File: config.mk
export PLATFORM = sky130hd
export DESIGN_NAME = ilcl_level_loop
export DESIGN_NICKNAME = d
export VERILOG_FILES = /design/src/rtl/ilcl_pkg.sv /design/src/rtl/ilcl_tick_counter.sv /design/src/rtl/ilcl_level_loop.sv
export SDC_FILE = /design/constraint.sdc
export NUM_CORES = 1
export LEC_CHECK = 0
export BUFFER_PORTS_ARGS = -buffer_cell sky130_fd_sc_hd__buf_2
export CORE_MARGIN = 10
export CORE_UTILIZATION = 35
export DETAILED_ROUTE_END_ITERATION = 6
export PLACE_DENSITY = 0.6
export SYNTH_ARGS = -nofsm -noshare
export SYNTH_HDL_FRONTEND = slang
export SYNTH_SLANG_ARGS = --single-unit
export TNS_END_PERCENT = 50
File: constraint.sdc
create_clock -name clk -period 7 [get_ports clk]
set_clock_uncertainty 0.1 [all_clocks]
set_input_delay 0 -clock clk [delete_from_list [all_inputs] [get_ports clk]]
set_output_delay 0 -clock clk [all_outputs]
set_load 0.01 [all_outputs]
File: src/rtl/ilcl_pkg.sv
// Constants, register map and types of the input level control loop
package ilcl_pkg;

    // Register indices of the control port
    localparam logic [6:0] ADDR_CTRL_ONE   = 7'h20;
    localparam logic [6:0] ADDR_CTRL_TWO   = 7'h21;
    localparam logic [6:0] ADDR_CTRL_THREE = 7'h22;
    localparam logic [6:0] ADDR_QUIET_GATE = 7'h23;

    // Field positions
    localparam int ENABLE_BIT      = 8;
    localparam int CEIL_LSB        = 3;
    localparam int FLOOR_LSB       = 0;
    localparam int ZC_BIT          = 8;
    localparam int HOLD_LSB        = 4;
    localparam int TARGET_LSB      = 0;
    localparam int MODE_BIT        = 8;
    localparam int RISE_LSB        = 4;
    localparam int FALL_LSB        = 0;
    localparam int GATE_EN_BIT     = 3;
    localparam int QUIET_LSB       = 0;

    // Reset values
    localparam logic [8:0] CTRL_ONE_RESET   = 9'h038;
    localparam logic [8:0] CTRL_TWO_RESET   = 9'h00b;
    localparam logic [8:0] CTRL_THREE_RESET = 9'h032;
    localparam logic [3:0] QUIET_GATE_RESET = 4'h0;
    localparam logic [5:0] GAIN_RESET       = 6'h10;

    // Step and hold times per code 0000 (hold: code 0001)
    localparam int SAMPLE_PERIOD_NS = 20833;
    localparam int FALL_NORM_NS     = 104000;
    localparam int RISE_NORM_NS     = 410000;
    localparam int FALL_LIM_NS      = 22700;
    localparam int RISE_LIM_NS      = 90800;
    localparam int HOLD_NS          = 2670000;
    localparam int FALL_NORM_SAMPLES = (FALL_NORM_NS + SAMPLE_PERIOD_NS / 2) / SAMPLE_PERIOD_NS;
    localparam int RISE_NORM_SAMPLES = (RISE_NORM_NS + SAMPLE_PERIOD_NS / 2) / SAMPLE_PERIOD_NS;
    localparam int FALL_LIM_SAMPLES  = (FALL_LIM_NS + SAMPLE_PERIOD_NS / 2) / SAMPLE_PERIOD_NS;
    localparam int RISE_LIM_SAMPLES  = (RISE_LIM_NS + SAMPLE_PERIOD_NS / 2) / SAMPLE_PERIOD_NS;
    localparam int HOLD_SAMPLES      = (HOLD_NS + SAMPLE_PERIOD_NS / 2) / SAMPLE_PERIOD_NS;
    localparam logic [3:0] RATE_CODE_MAX = 4'ha;

    // Widths
    localparam int SAMPLE_W_DEF = 16;
    localparam int CNT_W_DEF    = 20;
    localparam int GAIN_W       = 6;

    // Peak levels at 16-bit magnitude, full scale 32768
    localparam logic [15:0] CLAMP_LEVEL = 16'h7000;
    localparam logic [15:0] TARGET_LEVEL [16] = '{
        16'h04d0, 16'h05b8, 16'h06cc, 16'h0814, 16'h0999, 16'h0b68, 16'h0d8e, 16'h101d,
        16'h1326, 16'h16c3, 16'h1b0d, 16'h2027, 16'h2636, 16'h2d6b, 16'h35fa, 16'h4027
    };

    // Gate level: mantissa of 2^(j/8) at -51 dBFS, scaled by 256
    localparam logic [7:0] GATE_MANT [8] = '{
        8'h5c, 8'h65, 8'h6e, 8'h78, 8'h83, 8'h8e, 8'h9b, 8'ha9
    };
    localparam logic [6:0] GATE_BIAS = 7'h40;

    typedef enum logic [1:0] {
        LOOP_OFF,
        LOOP_NORMAL,
        LOOP_LIMIT
    } ilcl_state_t;

endpackage : ilcl_pkg

File: src/rtl/ilcl_tick_counter.sv
// Loadable down counter stepped by sample ticks
`timescale 1ns/1ps
`default_nettype none
module ilcl_tick_counter #(
    parameter int CNT_W = 20
) (
    input  wire logic             clk,
    input  wire logic             arst_n,
    input  wire logic             ce,
    input  wire logic             load,
    input  wire logic [CNT_W-1:0] loadValue,
    input  wire logic             tick,
    output logic                  zero
);

    logic [CNT_W-1:0] count;

    generate
        if (CNT_W < 2) begin : g_bad_width
            $error("ilcl_tick_counter: CNT_W too small");
        end
    endgenerate

    always_ff @(posedge clk or negedge arst_n) begin
        if (!arst_n) begin
            count <= '0;
        end else if (ce) begin
            if (load) begin
                count <= loadValue;
            end else if (tick && (count != '0)) begin
                count <= count - {{(CNT_W-1){1'b0}}, 1'b1};
            end
        end
    end

    assign zero = (count == '0);

endmodule : ilcl_tick_counter
`default_nettype wire

File: src/rtl/ilcl_level_loop.sv
// Automatic level control loop for the record path amplifier
`timescale 1ns/1ps
`default_nettype none
module ilcl_level_loop #(
    parameter int SAMPLE_W       = ilcl_pkg::SAMPLE_W_DEF,
    parameter int CNT_W          = ilcl_pkg::CNT_W_DEF,
    parameter int FALL_NORM_BASE = ilcl_pkg::FALL_NORM_SAMPLES,
    parameter int RISE_NORM_BASE = ilcl_pkg::RISE_NORM_SAMPLES,
    parameter int FALL_LIM_BASE  = ilcl_pkg::FALL_LIM_SAMPLES,
    parameter int RISE_LIM_BASE  = ilcl_pkg::RISE_LIM_SAMPLES,
    parameter int HOLD_BASE      = ilcl_pkg::HOLD_SAMPLES
) (
    input  wire logic                       clk,
    input  wire logic                       arst_n,
    input  wire logic                       ce,
    input  wire logic                       regWrEn,
    input  wire logic [6:0]                 regAddr,
    input  wire logic [8:0]                 regWrData,
    output logic      [8:0]                 regRdData,
    input  wire logic                       sampleStrobe,
    input  wire logic [SAMPLE_W-1:0]        adcSample,
    input  wire logic [2:0]                 sampleRateCode,
    input  wire logic                       gainWrEn,
    input  wire logic [ilcl_pkg::GAIN_W-1:0] gainWrData,
    output logic      [ilcl_pkg::GAIN_W-1:0] pgaGain,
    output logic                            loopActive
);

    localparam int GW = ilcl_pkg::GAIN_W;

    generate
        if (SAMPLE_W < 16 || CNT_W < 18) begin : g_bad_width
            $error("ilcl_level_loop: SAMPLE_W must be >= 16 and CNT_W >= 18");
        end
        if (FALL_NORM_BASE < 1 || RISE_NORM_BASE < 1 || FALL_LIM_BASE < 1 ||
            RISE_LIM_BASE < 1 || HOLD_BASE < 1) begin : g_bad_base
            $error("ilcl_level_loop: base counts must be at least 1");
        end
        if ((HOLD_BASE << 9) >= (1 << CNT_W) || (RISE_NORM_BASE << 10) >= (1 << CNT_W))
        begin : g_bad_range
            $error("ilcl_level_loop: CNT_W too small for the base counts");
        end
    endgenerate

    // Control registers
    logic [8:0] ctrlOne;
    logic [8:0] ctrlTwo;
    logic [8:0] ctrlThree;
    logic [3:0] quietGateCtrl;

    always_ff @(posedge clk or negedge arst_n) begin
        if (!arst_n) begin
            ctrlOne       <= ilcl_pkg::CTRL_ONE_RESET;
            ctrlTwo       <= ilcl_pkg::CTRL_TWO_RESET;
            ctrlThree     <= ilcl_pkg::CTRL_THREE_RESET;
            quietGateCtrl <= ilcl_pkg::QUIET_GATE_RESET;
        end else if (ce && regWrEn) begin
            case (regAddr)
                ilcl_pkg::ADDR_CTRL_ONE:   ctrlOne       <= regWrData;
                ilcl_pkg::ADDR_CTRL_TWO:   ctrlTwo       <= regWrData;
                ilcl_pkg::ADDR_CTRL_THREE: ctrlThree     <= regWrData;
                ilcl_pkg::ADDR_QUIET_GATE: quietGateCtrl <= regWrData[3:0];
                default: ;
            endcase
        end
    end

    always_ff @(posedge clk or negedge arst_n) begin
        if (!arst_n) begin
            regRdData <= '0;
        end else if (ce) begin
            case (regAddr)
                ilcl_pkg::ADDR_CTRL_ONE:   regRdData <= ctrlOne;
                ilcl_pkg::ADDR_CTRL_TWO:   regRdData <= ctrlTwo;
                ilcl_pkg::ADDR_CTRL_THREE: regRdData <= ctrlThree;
                ilcl_pkg::ADDR_QUIET_GATE: regRdData <= {5'h00, quietGateCtrl};
                default:                   regRdData <= '0;
            endcase
        end
    end

    // Field views
    logic       levelLoopEnable;
    logic [2:0] gainCeiling;
    logic [2:0] gainFloor;
    logic       zeroCrossGate;
    logic [3:0] holdTimeCode;
    logic [3:0] levelTarget;
    logic       loopModeSelect;
    logic [3:0] gainRiseRate;
    logic [3:0] gainFallRate;
    logic       quietGateEnable;
    logic [2:0] quietThreshold;

    assign levelLoopEnable = ctrlOne[ilcl_pkg::ENABLE_BIT];
    assign gainCeiling     = ctrlOne[ilcl_pkg::CEIL_LSB +: 3];
    assign gainFloor       = ctrlOne[ilcl_pkg::FLOOR_LSB +: 3];
    assign zeroCrossGate   = ctrlTwo[ilcl_pkg::ZC_BIT];
    assign holdTimeCode    = ctrlTwo[ilcl_pkg::HOLD_LSB +: 4];
    assign levelTarget     = ctrlTwo[ilcl_pkg::TARGET_LSB +: 4];
    assign loopModeSelect  = ctrlThree[ilcl_pkg::MODE_BIT];
    assign gainRiseRate    = ctrlThree[ilcl_pkg::RISE_LSB +: 4];
    assign gainFallRate    = ctrlThree[ilcl_pkg::FALL_LSB +: 4];
    assign quietGateEnable = quietGateCtrl[ilcl_pkg::GATE_EN_BIT];
    assign quietThreshold  = quietGateCtrl[ilcl_pkg::QUIET_LSB +: 3];

    // Loop state
    ilcl_pkg::ilcl_state_t loopState;
    ilcl_pkg::ilcl_state_t next_loopState;

    always_comb begin
        case ({levelLoopEnable, loopModeSelect})
            2'b10:   next_loopState = ilcl_pkg::LOOP_NORMAL;
            2'b11:   next_loopState = ilcl_pkg::LOOP_LIMIT;
            default: next_loopState = ilcl_pkg::LOOP_OFF;
        endcase
    end

    always_ff @(posedge clk or negedge arst_n) begin
        if (!arst_n) begin
            loopState <= ilcl_pkg::LOOP_OFF;
        end else if (ce) begin
            loopState <= next_loopState;
        end
    end

    logic loopOn;
    logic limiterOn;
    logic normalOn;

    assign loopOn     = (loopState != ilcl_pkg::LOOP_OFF);
    assign limiterOn  = (loopState == ilcl_pkg::LOOP_LIMIT);
    assign normalOn   = (loopState == ilcl_pkg::LOOP_NORMAL);
    assign loopActive = loopOn;

    // Sample magnitude and peak window
    logic [SAMPLE_W-1:0] sampleMag;
    logic [15:0]         mag16;
    logic [15:0]         peakMax;
    logic [15:0]         curPeak;
    logic                prevSign;
    logic                zcEvent;

    assign sampleMag = adcSample[SAMPLE_W-1] ?
                       (~adcSample) + {{(SAMPLE_W-1){1'b0}}, 1'b1} : adcSample;
    assign mag16     = sampleMag[SAMPLE_W-1 -: 16];
    assign curPeak   = (mag16 > peakMax) ? mag16 : peakMax;
    assign zcEvent   = sampleStrobe && (adcSample[SAMPLE_W-1] != prevSign);

    logic stepFire;
    logic stepZero;
    logic holdZero;

    assign stepFire = sampleStrobe && stepZero && loopOn;

    always_ff @(posedge clk or negedge arst_n) begin
        if (!arst_n) begin
            peakMax <= '0;
        end else if (ce) begin
            if (!loopOn) begin
                peakMax <= '0;
            end else if (stepFire) begin
                peakMax <= '0;
            end else if (sampleStrobe) begin
                peakMax <= curPeak;
            end
        end
    end

    always_ff @(posedge clk or negedge arst_n) begin
        if (!arst_n) begin
            prevSign <= 1'b0;
        end else if (ce && sampleStrobe) begin
            prevSign <= adcSample[SAMPLE_W-1];
        end
    end

    // Level comparisons
    logic [15:0] targetLevel;
    logic [6:0]  gateIndex;
    logic [23:0] gateWide;
    logic [15:0] gateLevel;
    logic        clampSeen;
    logic        windowAbove;
    logic        sampleAbove;
    logic        gateOn;

    assign targetLevel = ilcl_pkg::TARGET_LEVEL[levelTarget];
    // Pin level below threshold: ADC level below threshold plus amplifier gain
    assign gateIndex   = {1'b0, pgaGain} + ilcl_pkg::GATE_BIAS - {1'b0, quietThreshold, 3'b000};
    assign gateWide    = {16'h0000, ilcl_pkg::GATE_MANT[gateIndex[2:0]]} << gateIndex[6:3];
    assign gateLevel   = gateWide[23:8];
    assign clampSeen   = (curPeak > ilcl_pkg::CLAMP_LEVEL);
    assign windowAbove = (curPeak > targetLevel);
    assign sampleAbove = (mag16 > targetLevel);
    assign gateOn      = quietGateEnable && normalOn && (curPeak < gateLevel);

    // Period scaling by code and sample rate
    logic [1:0] rateShift;

    always_comb begin
        case (sampleRateCode[2:1])
            2'b00:   rateShift = 2'd0;
            2'b01:   rateShift = 2'd1;
            default: rateShift = 2'd2;
        endcase
    end

    function automatic logic [CNT_W-1:0] scaledCount(input logic [CNT_W-1:0] base,
                                                     input logic [3:0]       code,
                                                     input logic [1:0]       sh);
        logic [3:0]       c;
        logic [CNT_W-1:0] v;
        c = (code > ilcl_pkg::RATE_CODE_MAX) ? ilcl_pkg::RATE_CODE_MAX : code;
        v = (base << c) >> sh;
        if (v == '0) begin
            v = {{(CNT_W-1){1'b0}}, 1'b1};
        end
        scaledCount = v;
    endfunction : scaledCount

    logic [CNT_W-1:0] fallBase;
    logic [CNT_W-1:0] riseBase;
    logic [CNT_W-1:0] stepPeriod;
    logic [CNT_W-1:0] holdPeriod;
    logic [3:0]       holdCodeClip;

    assign fallBase = limiterOn ? CNT_W'(FALL_LIM_BASE) : CNT_W'(FALL_NORM_BASE);
    assign riseBase = limiterOn ? CNT_W'(RISE_LIM_BASE) : CNT_W'(RISE_NORM_BASE);

    always_comb begin
        if (clampSeen) begin
            stepPeriod = scaledCount(CNT_W'(FALL_NORM_BASE), 4'h0, rateShift);
        end else if (windowAbove) begin
            stepPeriod = scaledCount(fallBase, gainFallRate, rateShift);
        end else begin
            stepPeriod = scaledCount(riseBase, gainRiseRate, rateShift);
        end
    end

    assign holdCodeClip = (holdTimeCode > ilcl_pkg::RATE_CODE_MAX) ?
                          ilcl_pkg::RATE_CODE_MAX : holdTimeCode;
    assign holdPeriod   = (holdTimeCode == 4'h0) ? '0 :
                          scaledCount(CNT_W'(HOLD_BASE), holdCodeClip - 4'h1, rateShift);

    // Step and hold timers
    ilcl_tick_counter #(
        .CNT_W     (CNT_W)
    ) u_step_timer (
        .clk       (clk),
        .arst_n    (arst_n),
        .ce        (ce),
        .load      (!loopOn || stepFire),
        .loadValue (loopOn ? stepPeriod - {{(CNT_W-1){1'b0}}, 1'b1} : '0),
        .tick      (sampleStrobe),
        .zero      (stepZero)
    );

    ilcl_tick_counter #(
        .CNT_W     (CNT_W)
    ) u_hold_timer (
        .clk       (clk),
        .arst_n    (arst_n),
        .ce        (ce),
        .load      (!normalOn || (sampleStrobe && sampleAbove)),
        .loadValue (holdPeriod),
        .tick      (sampleStrobe),
        .zero      (holdZero)
    );

    // Step decision
    logic [GW-1:0] ceilIdx;
    logic [GW-1:0] floorIdx;
    logic [GW-1:0] startGain;
    logic          wantDown;
    logic          wantUp;
    logic          pendUp;
    logic          pendDown;
    logic          effUp;
    logic          effDown;
    logic          applyNow;
    logic          upRoom;

    assign ceilIdx  = {gainCeiling, 3'b111};
    assign floorIdx = {gainFloor, 3'b000};
    assign wantDown = stepFire && (clampSeen || windowAbove);
    assign wantUp   = stepFire && !clampSeen && !windowAbove &&
                      (limiterOn || (!gateOn && holdZero));
    assign effDown  = wantDown || (!wantUp && pendDown);
    assign effUp    = wantUp || (!wantDown && pendUp);
    assign applyNow = !zeroCrossGate || zcEvent;
    assign upRoom   = (pgaGain < ceilIdx) && (!limiterOn || (pgaGain < startGain));

    always_ff @(posedge clk or negedge arst_n) begin
        if (!arst_n) begin
            pendUp   <= 1'b0;
            pendDown <= 1'b0;
        end else if (ce) begin
            if (!loopOn || gainWrEn) begin
                pendUp   <= 1'b0;
                pendDown <= 1'b0;
            end else if (applyNow && (effUp || effDown)) begin
                pendUp   <= 1'b0;
                pendDown <= 1'b0;
            end else if (wantUp || wantDown) begin
                pendUp   <= wantUp;
                pendDown <= wantDown;
            end
        end
    end

    // Limiter start level
    always_ff @(posedge clk or negedge arst_n) begin
        if (!arst_n) begin
            startGain <= ilcl_pkg::GAIN_RESET;
        end else if (ce) begin
            if (next_loopState == ilcl_pkg::LOOP_LIMIT && loopState != ilcl_pkg::LOOP_LIMIT) begin
                startGain <= pgaGain;
            end else if (gainWrEn && limiterOn) begin
                startGain <= gainWrData;
            end
        end
    end

    // Amplifier gain
    always_ff @(posedge clk or negedge arst_n) begin
        if (!arst_n) begin
            pgaGain <= ilcl_pkg::GAIN_RESET;
        end else if (ce) begin
            if (gainWrEn) begin
                pgaGain <= gainWrData;
            end else if (loopOn) begin
                if (pgaGain > ceilIdx) begin
                    pgaGain <= ceilIdx;
                end else if (pgaGain < floorIdx) begin
                    pgaGain <= floorIdx;
                end else if (applyNow && effDown && (pgaGain > floorIdx)) begin
                    pgaGain <= pgaGain - {{(GW-1){1'b0}}, 1'b1};
                end else if (applyNow && effUp && upRoom) begin
                    pgaGain <= pgaGain + {{(GW-1){1'b0}}, 1'b1};
                end
            end
        end
    end

endmodule : ilcl_level_loop
`default_nettype wire

==> impl_metrics.csv, run 1 <==
group,metric,value,unit
outcome,status,"complete, no violations",
clock_tree,clkTransAtPathRegs,70,ps
timing,rsz0062_at_grt,"no",
final_layout,drive_above_1_share,0.138,
placement,dpl.cell_count,1858,
global_route,grt.total_usage,0.180,
routing,post_drt_wl_per_cell,18.6,um
die,initial_core_util,0.356,
global_route,grt_overflow,0,
die,coreArea,31600,um^2
die,die_h,199,um
placement,portBuffers,61,
clock_tree,clockBufferDepth,2,
final_layout,stdcell_count,1912,
global_route,grt_max_degree,73,
final_layout,fillers,3137,
timing,final.min_clock_period,6620,ps
logic_synthesis,synth_flop_cell,"dfrtp_1",
placement,place_ws,1.83,ps
logic_synthesis,syn_nets,1573,
logic_synthesis,synth_cells,1429,
clock_tree,root_buffer,"clkbuf_16",
global_route,grt_pass1_wl,57700,um
global_route,grt_pass1_vias,10700,
routing,wirelength,35600,um
timing,setup_viol,0,
logic_synthesis,yosysSeqAreaShare,0.252,
critical_path,slowest_stage,"or3_1",
placement,hpwl,27000,um
job,maxCapViolations,0,
routing,detail_route.vias_per_cell,5.87,
timing,fin_tns_setup,0,ps
die,rows,65,
pwr,pwr_density_cell,215,nW/um^2
critical_path,cpPeakStageDelay,430,ps
timing,layout_setup_ws,383,ps
routing,firstDrtPassIters,5,
pwr,total_leakage_power,5.52,nW
critical_path,cp-end-kind,"flop",
logic_synthesis,syn_area,11300,um^2
critical_path,critPathLaunchType,"input port",
die,die-area,39800,um^2
critical_path,path_class,"in2reg",
final_layout,utilization,0.409,
timing,max_slew.worst_pin.slew,1060,ps
logic_synthesis,async_flop_share,1.00,
clock_tree,cts_tree,"yes",
final_layout,diodes,0,
routing,drc,0,
logic_synthesis,yosysWarnings,0,
timing,period_share,0.945,
routing,first_iter_violations,1033,
final_layout,nets,1641,
timing,fmax,151,MHz
logic_synthesis,avgSynthCellArea,7.88,um^2
clock_tree,cts_buffers,17,
critical_path,critPathRequiredTime,7220,ps
critical_path,worstPathArrival,6840,ps
final_layout,multi_input_area,7880,um^2
logic_synthesis,synth_seq_cells,113,
routing,postRouteAntennaNets,0,
final_layout,regArea,2840,um^2
clock_tree,cts.sinks,113,
clock_tree,htreeDepth,4,
critical_path,cpMostUsedCell,"a21oi_1",
routing,vias,11200,
timing,final_max_slew_viol_count,0,
timing,whs,3.26,ps
hold_path,min_path_type,"in2reg",
die,fp.dieW,199,um
placement,place_congestion,0.939,
global_route,antenna_found_initial,0,
clock_tree,clock_latency,430,ps
logic_synthesis,synth_enable_flop_cells,0,
timing,hold_viol_final,0,
die,io_pins,63,
critical_path,crit_fanout,17,
pwr,vdd_drop_max,0.127,mV
final_layout,area_delta_synth_final,14.7,%
timing,relSlewSlack,0.287,
logic_synthesis,yosysUniqueCellTypes,95,
==> kinds of logic after synthesis <==
kind of cell / count (synthesis) / synth area share
fa+ha+maj: 97 / 0.108
compound gates: 445 / 0.263
simple gates: 518 / 0.231
buf+inv: 157 / 0.0525
xor+xnor: 35 / 0.0272
mux: 64 / 0.0657
flops: 113 / 0.252
==> final cells by class <==
class                           instances  area share
Sequential cell                       113       0.220
Clock buffer                           17      0.0329
Clock inverter                         15      0.0124
Tap cell                              402      0.0389
Timing Repair Buffer                  118      0.0610
Multi-Input combinational cell       1159       0.609
Inverter                               88      0.0256
==> timing repair <==
item                                    in CTS  in global routing
gates resized for setup                      0                  8
hold buffers                                21                  0
hold endpoints to repair                    84                  0
setup buffers                                0                  1
endpoints found under the setup margin       0                  2
==> layer usage <==
metal  share of wire  global-route usage  vias up
met5               0                   0        -
met4           0.017              0.0488        0
met3           0.059              0.0288       33
met2            0.44               0.275      358
met1            0.48               0.255     5364
li1                -                   -     5466
==> where the power goes <==
part / internal (mW) / switching [mW] / total (mW)
Clock: 0.507 / 0.394 / 0.900
Combinational: 0.437 / 0.689 / 1.13
Sequential: 0.695 / 0.0628 / 0.758
==> cells in the mapped netlist (all sizes together), types with 9 or more instances <==
cell type  count  area (um^2)
a21o          23          173
nor4          24          150
xnor2         27          236
a31oi         15         93.8
nor2         107          409
mux2          30          338
o22ai         23          158
nor2b         21          131
or2            9         56.3
o211ai         9         67.6
nor3          53          275
nor3b          9         67.6
inv           88          330
nand4         26          169
nand2        147          552
mux2i         29          290
dfstp         11          289
o31ai         21          163
a21oi         80          400
or3           16          105
nand3         46          230
o21a          19          143
a32oi          9         78.8
ha            96         1200
o21ai        141          709
a211oi        12          108
dfrtp        102         2550
clkbuf        62          233
nand3b         9         67.6
nand2b        21          131
==> per-stage QoR <==
stage	total power [mW]	instance area, um^2
6_report	2.78	12900
5_1_grt	2.96	12900
4_1_cts	2.77	12900
3_5_place_dp	1.86	12100
3_3_place_gp	1.84	12100
2_1_floorplan	1.54	11300
==> sequential cells by signal, indices dropped and copies added, names as in the netlist <==
name and count:
prevSign 1, u_step_timer.count 20, ctrlThree 9, quietGateCtrl 4, loopState 2, pendUp 1, pendDown 1, pgaGain 6
u_hold_timer.count 20, ctrlTwo 9, peakMax 16, regRdData 9, ctrlOne 9, startGain 6
==> critical path: cells and delay by family <==
| kind | cells | cell delay [ps] |
|---|---|---|
| compound gates | 14 | 2590 |
| xor+xnor | 2 | 300 |
| simple gates | 8 | 2160 |
| fa+ha+maj | 3 | 980 |
| buf+inv | 5 | 790 |
==> layout by cell type, fill, tap and decap left out, drive strengths merged, types with 46 or more instances in the layout <==
cell,count
inv,100
buf,97
a21oi,80
ha,96
nor2,107
dfrtp,102
nor3,53
nand3,46
nand2,147
o21ai,141
==> final timing paths <==
check	startpoint	slack, ps	depth (start not counted)	end
min reg2reg	startGain[3]$_DFFE_PN0P_	380	2	startGain[3]$_DFFE_PN0P_
min in group asynchronous	arst_n	40	2	u_step_timer.count[16]$_DFFE_PN0P_
min	regWrEn	3	6	ctrlOne[5]$_DFFE_PN1P_
max reg2reg	pgaGain[3]$_DFFE_PN0P_	680	24	pgaGain[5]$_DFFE_PN0P_
max in group asynchronous	arst_n	5390	3	ctrlThree[3]$_DFFE_PN0P_
max	adcSample[3]	380	32	pgaGain[5]$_DFFE_PN0P_
Note: power is estimated with default switching activity, not from simulation.
==> run 2: changes to the inputs <==
--- a/config.mk
+++ b/config.mk
@@ -9,6 +9,7 @@
 export CORE_MARGIN = 10
 export CORE_UTILIZATION = 35
 export DETAILED_ROUTE_END_ITERATION = 6
+export GPL_TIMING_DRIVEN = 0
 export PLACE_DENSITY = 0.6
 export SYNTH_ARGS = -nofsm -noshare
 export SYNTH_HDL_FRONTEND = slang
==> run 2 against run 1 <==
- hold slack gained 11 ps
- largest power group unchanged
- fmax decreased by 0.30%
- combinational power about the same
- final cell count grew 1.9%
- count of clock-buffer cells in the layout increased by 2
- sequential share of layout area fell by 0.30 points
- die area is the same
- register-to-register slack got worse by 120 ps
- first-iteration DRC count rose by 13%
- clock power about the same
- highest routed layer unchanged
- wire length is 4.9% higher
- setup slack worse by 20 ps
==> impl_metrics.csv, run 2 (synthesis gave the netlist of run 1 again) <==
group,metric,value,unit
outcome,status,"complete, no violations",
timing,rsz0062_at_grt,"no",
critical_path,crit_fanout,10,
clock_tree,clock_latency,430,ps
global_route,grt_overflow,0,
timing,layout_setup_ws,364,ps
final_layout,final_cell_mix,"nand2_1, o21ai_0, nor2_1",
final_layout,area_delta_synth_final,16.3,%
pwr,vdd_drop_max,0.124,mV
critical_path,path_class,"in2reg",
die,coreArea,31600,um^2
critical_path,crit_cells,31,
final_layout,drive_above_1_share,0.126,
pwr,net-switching-power,1.14,mW
critical_path,path_delay_family,"compound AO/OA/AOI/OAI gates",
placement,hpwl,28900,um
critical_path,crit_end,"pgaGain[5]$_DFFE_PN0P_",
critical_path,slowest_stage,"a2111oi_0",
final_layout,diodes,0,
pwr,total_leakage_power,5.53,nW
placement,place_ws,-1810,ps
routing,vias,11500,
critical_path,worstReg2RegEnd,"pgaGain[5]$_DFFE_PN0P_",
die,rows,65,
pwr,pwr_density_cell,214,nW/um^2
pwr,switching_share,0.405,
pwr,pwr-share-clk,0.322,
clock_tree,cts.sinks,113,
final_layout,mostFrequentLayoutCell,"nand2_1",
job,maxCapViolations,0,
placement,dpl.cell_count,1889,
routing,postRouteAntennaNets,0,
critical_path,critPathLaunchType,"input port",
clock_tree,cts_tree,"yes",
global_route,grt_max_degree,64,
critical_path,critPathLaunch,"adcSample[0]",
routing,detail_route.vias_per_cell,5.91,
die,io_pins,63,
clock_tree,root_buffer,"clkbuf_16",
critical_path,ff2ff_setup_slack,560,ps
final_layout,stdcell_count,1949,
timing,fin_tns_setup,0,ps
final_layout,largest_registers,"u_hold_timer.count: 20 flops, u_step_timer.count: 20 flops, peakMax: 16 flops",
critical_path,cp-end-kind,"flop",
final_layout,nets,1678,
critical_path,critPathRequiredTime,7220,ps
timing,fmax,151,MHz
timing,max_slew.worst_pin.slew,1110,ps
die,die_h,199,um
critical_path,r2r-start,"pgaGain[3]$_DFFE_PN0P_",
routing,post_drt_wl_per_cell,19.2,um
critical_path,worstPathArrival,6860,ps
timing,hold_viol_final,0,
critical_path,r2r_cells,29,
timing,final.min_clock_period,6640,ps
global_route,grt_pass1_wl,60600,um
global_route,antenna_found_initial,0,
routing,wirelength,37400,um
final_layout,fillers,3155,
clock_tree,htreeDepth,4,
pwr,power.internal,1.67,mW
placement,place_congestion,0.963,
die,initial_core_util,0.356,
pwr,seq_power_share,0.266,
timing,relSlewSlack,0.254,
critical_path,path_buf_inv,3,
timing,final_max_slew_viol_count,0,
placement,portBuffers,57,
timing,setup_viol,0,
clock_tree,clkTransAtPathRegs,70,ps
critical_path,cpPeakStageDelay,500,ps
clock_tree,cts_buffers,17,
clock_tree,clockBufferDepth,2,
routing,drc,0,
pwr,combPwrFrac,0.412,
die,die-area,39800,um^2
timing,period_share,0.948,
global_route,grt.total_usage,0.189,
hold_path,min_path_type,"in2async",
routing,first_iter_violations,1170,
global_route,grt_pass1_vias,11200,
die,fp.dieW,199,um
routing,firstDrtPassIters,6,
run 2: cell types whose count changed in the layout (fill, tap and decap cells not counted), sizes merged:
cell / delta
clkbuf: +63
dlygate4sd3: +1
buf: -25
inv: -9
bufinv: +1
clkinvlp: +2
clkinv: +4
run 2: how the worst min path moves through the flow:
stage                  from                            endpoint  slack, ps  depth (start not counted)
6_report             arst_n  u_step_timer.count[15]$_DFFE_PN0P_         10                          2
4_1_cts              arst_n  u_step_timer.count[15]$_DFFE_PN0P_         40                          2
5_1_grt              arst_n  u_step_timer.count[15]$_DFFE_PN0P_         80                          2
2_1_floorplan        arst_n              ctrlOne[0]$_DFFE_PN0P_       -400                          0
3_5_place_dp         arst_n  u_step_timer.count[15]$_DFFE_PN0P_       -100                          1
3_3_place_gp   regWrData[5]              ctrlOne[5]$_DFFE_PN1P_        160                          3
run 2: metrics by stage:
stage	instance area (um^2)	hold slack, ps	util	power, mW
CTS	13000	38.1	0.411	2.78
detailed placement	12100	-95.9	0.382	1.85
floorplan	11300	-396	-	1.54
global placement	12100	160	0.381	1.83
finish	13100	14.3	0.414	2.80
global route	13100	76.5	0.414	2.98
run 2: repair_timing:
item | CTS | global route
endpoints found under the hold margin | 153 | 0
pin swaps | 4 | 4
setup buffers | 3 | 4
hold buffers | 22 | 0
setup endpoints to repair | 20 | 8
resized for setup | 22 | 23
run 2: area by class of cell:
cell class / count / area [um^2] / share of cell area
Clock inverter: 13 / 153 / 0.0116
Buffer: 68 / 268 / 0.0204
Timing Repair Buffer: 87 / 592 / 0.0452
Tap cell: 402 / 503 / 0.0384
Clock buffer: 19 / 443 / 0.0338
Multi-Input combinational cell: 1159 / 7970 / 0.608
Inverter: 88 / 334 / 0.0255
Sequential cell: 113 / 2840 / 0.217
run 2: metal layers:
layer | global-route usage | wire length, um
met1 | 0.263 | 17800
met2 | 0.293 | 16500
met3 | 0.0323 | 2280
met4 | 0.0552 | 768
met5 | 0 | 0
run 2: power groups by stage:
stage | clock, mW | combinational (mW) | sequential [mW]
6_report | 0.903 | 1.15 | 0.746
5_1_grt | 0.945 | 1.29 | 0.752
4_1_cts | 0.910 | 1.13 | 0.745
3_5_place_dp | 0 | 1.10 | 0.756
3_3_place_gp | 0 | 1.08 | 0.755
2_1_floorplan | 0 | 0.799 | 0.742
run 2: worst register-to-register path: cells and delay by family (launching register included):
family                   cells  cell delay, ps
XOR/XNOR                     2             290
adder cells (fa/ha/maj)      3             920
flip-flops                   1             530
buffers and inverters        3             810
AO/OA/AOI/OAI               15            3000
AND/OR/NAND/NOR              6             680
==> run 3: changes to the inputs <==
--- a/config.mk
+++ b/config.mk
@@ -6,7 +6,7 @@
 export NUM_CORES = 1
 export LEC_CHECK = 0
 export BUFFER_PORTS_ARGS = -buffer_cell sky130_fd_sc_hd__buf_2
-export CORE_MARGIN = 10
+export CORE_MARGIN = 2
 export CORE_UTILIZATION = 35
 export DETAILED_ROUTE_END_ITERATION = 6
 export GPL_TIMING_DRIVEN = 0
==> run 3 against run 2 <==
- the run now ends with negative hold slack left
- clock power down 0.4%
- power up 1.3%
- non-clock buffer count up 8
==> impl_metrics.csv, run 3 (synthesis gave the netlist of run 1 again) <==
group,metric,value,unit
die,coreArea,31600,um^2
global_route,grt_overflow,0,
final_layout,multi_input_area,7990,um^2
routing,first_iter_violations,895,
die,fp.dieW,183,um
timing,max_slew.worst_pin.slew,1120,ps
critical_path,path_buf_inv,4,
final_layout,stdcell_count,1957,
final_layout,mostFrequentLayoutCell,"nand2_1",
routing,post_drt_wl_per_cell,18.8,um
routing,firstDrtPassIters,5,
routing,vias,11500,
clock_tree,htreeDepth,4,
pwr,total_leakage_power,5.56,nW
timing,final_max_slew_viol_count,0,
job,maxCapViolations,0,
final_layout,final_cell_mix,"nand2_1, o21ai_0, nor2_1",
global_route,grt.total_usage,0.218,
timing,whs,-10.8,ps
final_layout,regArea,2840,um^2
die,die_h,183,um
critical_path,crit_fanout,8,
placement,dpl.cell_count,1889,
global_route,grt_pass1_wl,58400,um
hold_path,min_path_type,"in2async",
final_layout,nets,1686,
pwr,vdd_drop_max,0.140,mV
global_route,grt_pass1_vias,10900,
timing,fin_tns_setup,0,ps
routing,wirelength,36700,um
routing,detail_route.vias_per_cell,5.89,
placement,hpwl,27900,um
final_layout,drive_above_1_share,0.133,
clock_tree,root_buffer,"clkbuf_16",
clock_tree,clkTransAtPathRegs,60,ps
placement,place_congestion,0.911,
pwr,pwr_density_cell,215,nW/um^2
critical_path,critPathLaunchType,"input port",
routing,drc,0,
die,io_pins,63,
clock_tree,cts_tree,"yes",
final_layout,area_delta_synth_final,17.2,%
timing,final.min_clock_period,6720,ps
placement,place_ws,-1730,ps
clock_tree,clock_latency,430,ps
final_layout,diodes,0,
timing,relSlewSlack,0.245,
placement,placed_area,12100,um^2
final_layout,utilization,0.417,
critical_path,cp-end-kind,"flop",
critical_path,path_class,"in2reg",
timing,fmax,149,MHz
timing,layout_setup_ws,275,ps
critical_path,path_delay_family,"compound AO/OA/AOI/OAI gates",
routing,postRouteAntennaNets,0,
timing,period_share,0.961,
critical_path,slowest_stage,"dlygate4sd3_1",
clock_tree,clockBufferDepth,2,
clock_tree,cts.sinks,113,
critical_path,cpPeakStageDelay,550,ps
critical_path,worstPathArrival,6940,ps
die,die-area,33600,um^2
outcome,status,"finished, violations left",
final_layout,largest_registers,"u_hold_timer.count: 20 flops, u_step_timer.count: 20 flops, peakMax: 16 flops",
timing,hold_viol_final,20,
outcome,violations,"negative hold slack",
final_layout,final_area,13200,um^2
placement,portBuffers,57,
pwr,finalPower,2.84,mW
global_route,antenna_found_initial,0,
die,initial_core_util,0.356,
timing,setup_viol,0,
critical_path,critPathRequiredTime,7210,ps
final_layout,fillers,3155,
clock_tree,cts_buffers,17,
die,rows,65,
global_route,grt_max_degree,89,
run 3: changes by cell type in the layout (fill, tap and decap cells not counted), sizes merged:
| cell | previous run | this run |
|---|---|---|
| clkinv | 4 | 5 |
| clkinvlp | 4 | 5 |
| inv | 91 | 90 |
| clkbuf | 80 | 78 |
| buf | 72 | 81 |
run 3: path summary, 6_finish.rpt:
path / endpoint / cells past startpoint / slack [ps] / startpoint
max: pgaGain[2]$_DFFE_PN0P_ / 27 / 280 / adcSample[0]
min: u_step_timer.count[13]$_DFFE_PN0P_ / 3 / -10 / arst_n
max reg2reg: pgaGain[5]$_DFFE_PN0P_ / 29 / 700 / pgaGain[3]$_DFFE_PN0P_
min reg2reg: startGain[0]$_DFFE_PN0P_ / 2 / 390 / startGain[0]$_DFFE_PN0P_
max in group asynchronous: pgaGain[4]$_DFFE_PN1P_ / 3 / 6300 / arst_n
min in group clk: ctrlOne[5]$_DFFE_PN1P_ / 6 / 80 / regWrEn
run 3: timing repair:
action | CTS | global route
gates resized for setup | 19 | 30
pin swaps | 5 | 4
hold buffers | 23 | 0
endpoints found under the setup margin | 20 | 18
setup buffers | 12 | 3
endpoints found under the hold margin | 149 | 0
run 3: worst reg2reg max path: cells and delay by family (launching register included):
family,cells,cell delay [ps]
flip-flops,1,510
adder cells (fa/ha/maj),3,920
AO/OA/AOI/OAI,15,2880
buffers and inverters,3,800
XOR/XNOR,2,290
AND/OR/NAND/NOR,6,690
run 3: area by class of cell:
| type | instances | share of cell area |
|---|---|---|
| sequential | 113 | 0.215 |
| inverter | 88 | 0.0253 |
| buffer | 67 | 0.0200 |
| timing repair buffer | 96 | 0.0509 |
| clock inverter | 14 | 0.0118 |
| multi-input combinational | 1159 | 0.605 |
| clock buffer | 18 | 0.0333 |
| tap | 402 | 0.0381 |
run 3: report_power, final:
group | internal, mW | leakage [nW] | switching, mW | total (mW)
clock network | 0.537 | 0.280 | 0.361 | 0.899
registers | 0.695 | 1.49 | 0.0505 | 0.746
logic | 0.459 | 3.80 | 0.737 | 1.20
run 3: metal layers:
layer,GRT usage,up-vias,share of wire,wire length [um]
met2,0.336,407,0.44,16100
li1,-,5549,-,-
met3,0.0319,67,0.059,2160
met1,0.310,5511,0.47,17400
met5,0,-,0,0
met4,0.0723,0,0.028,1040
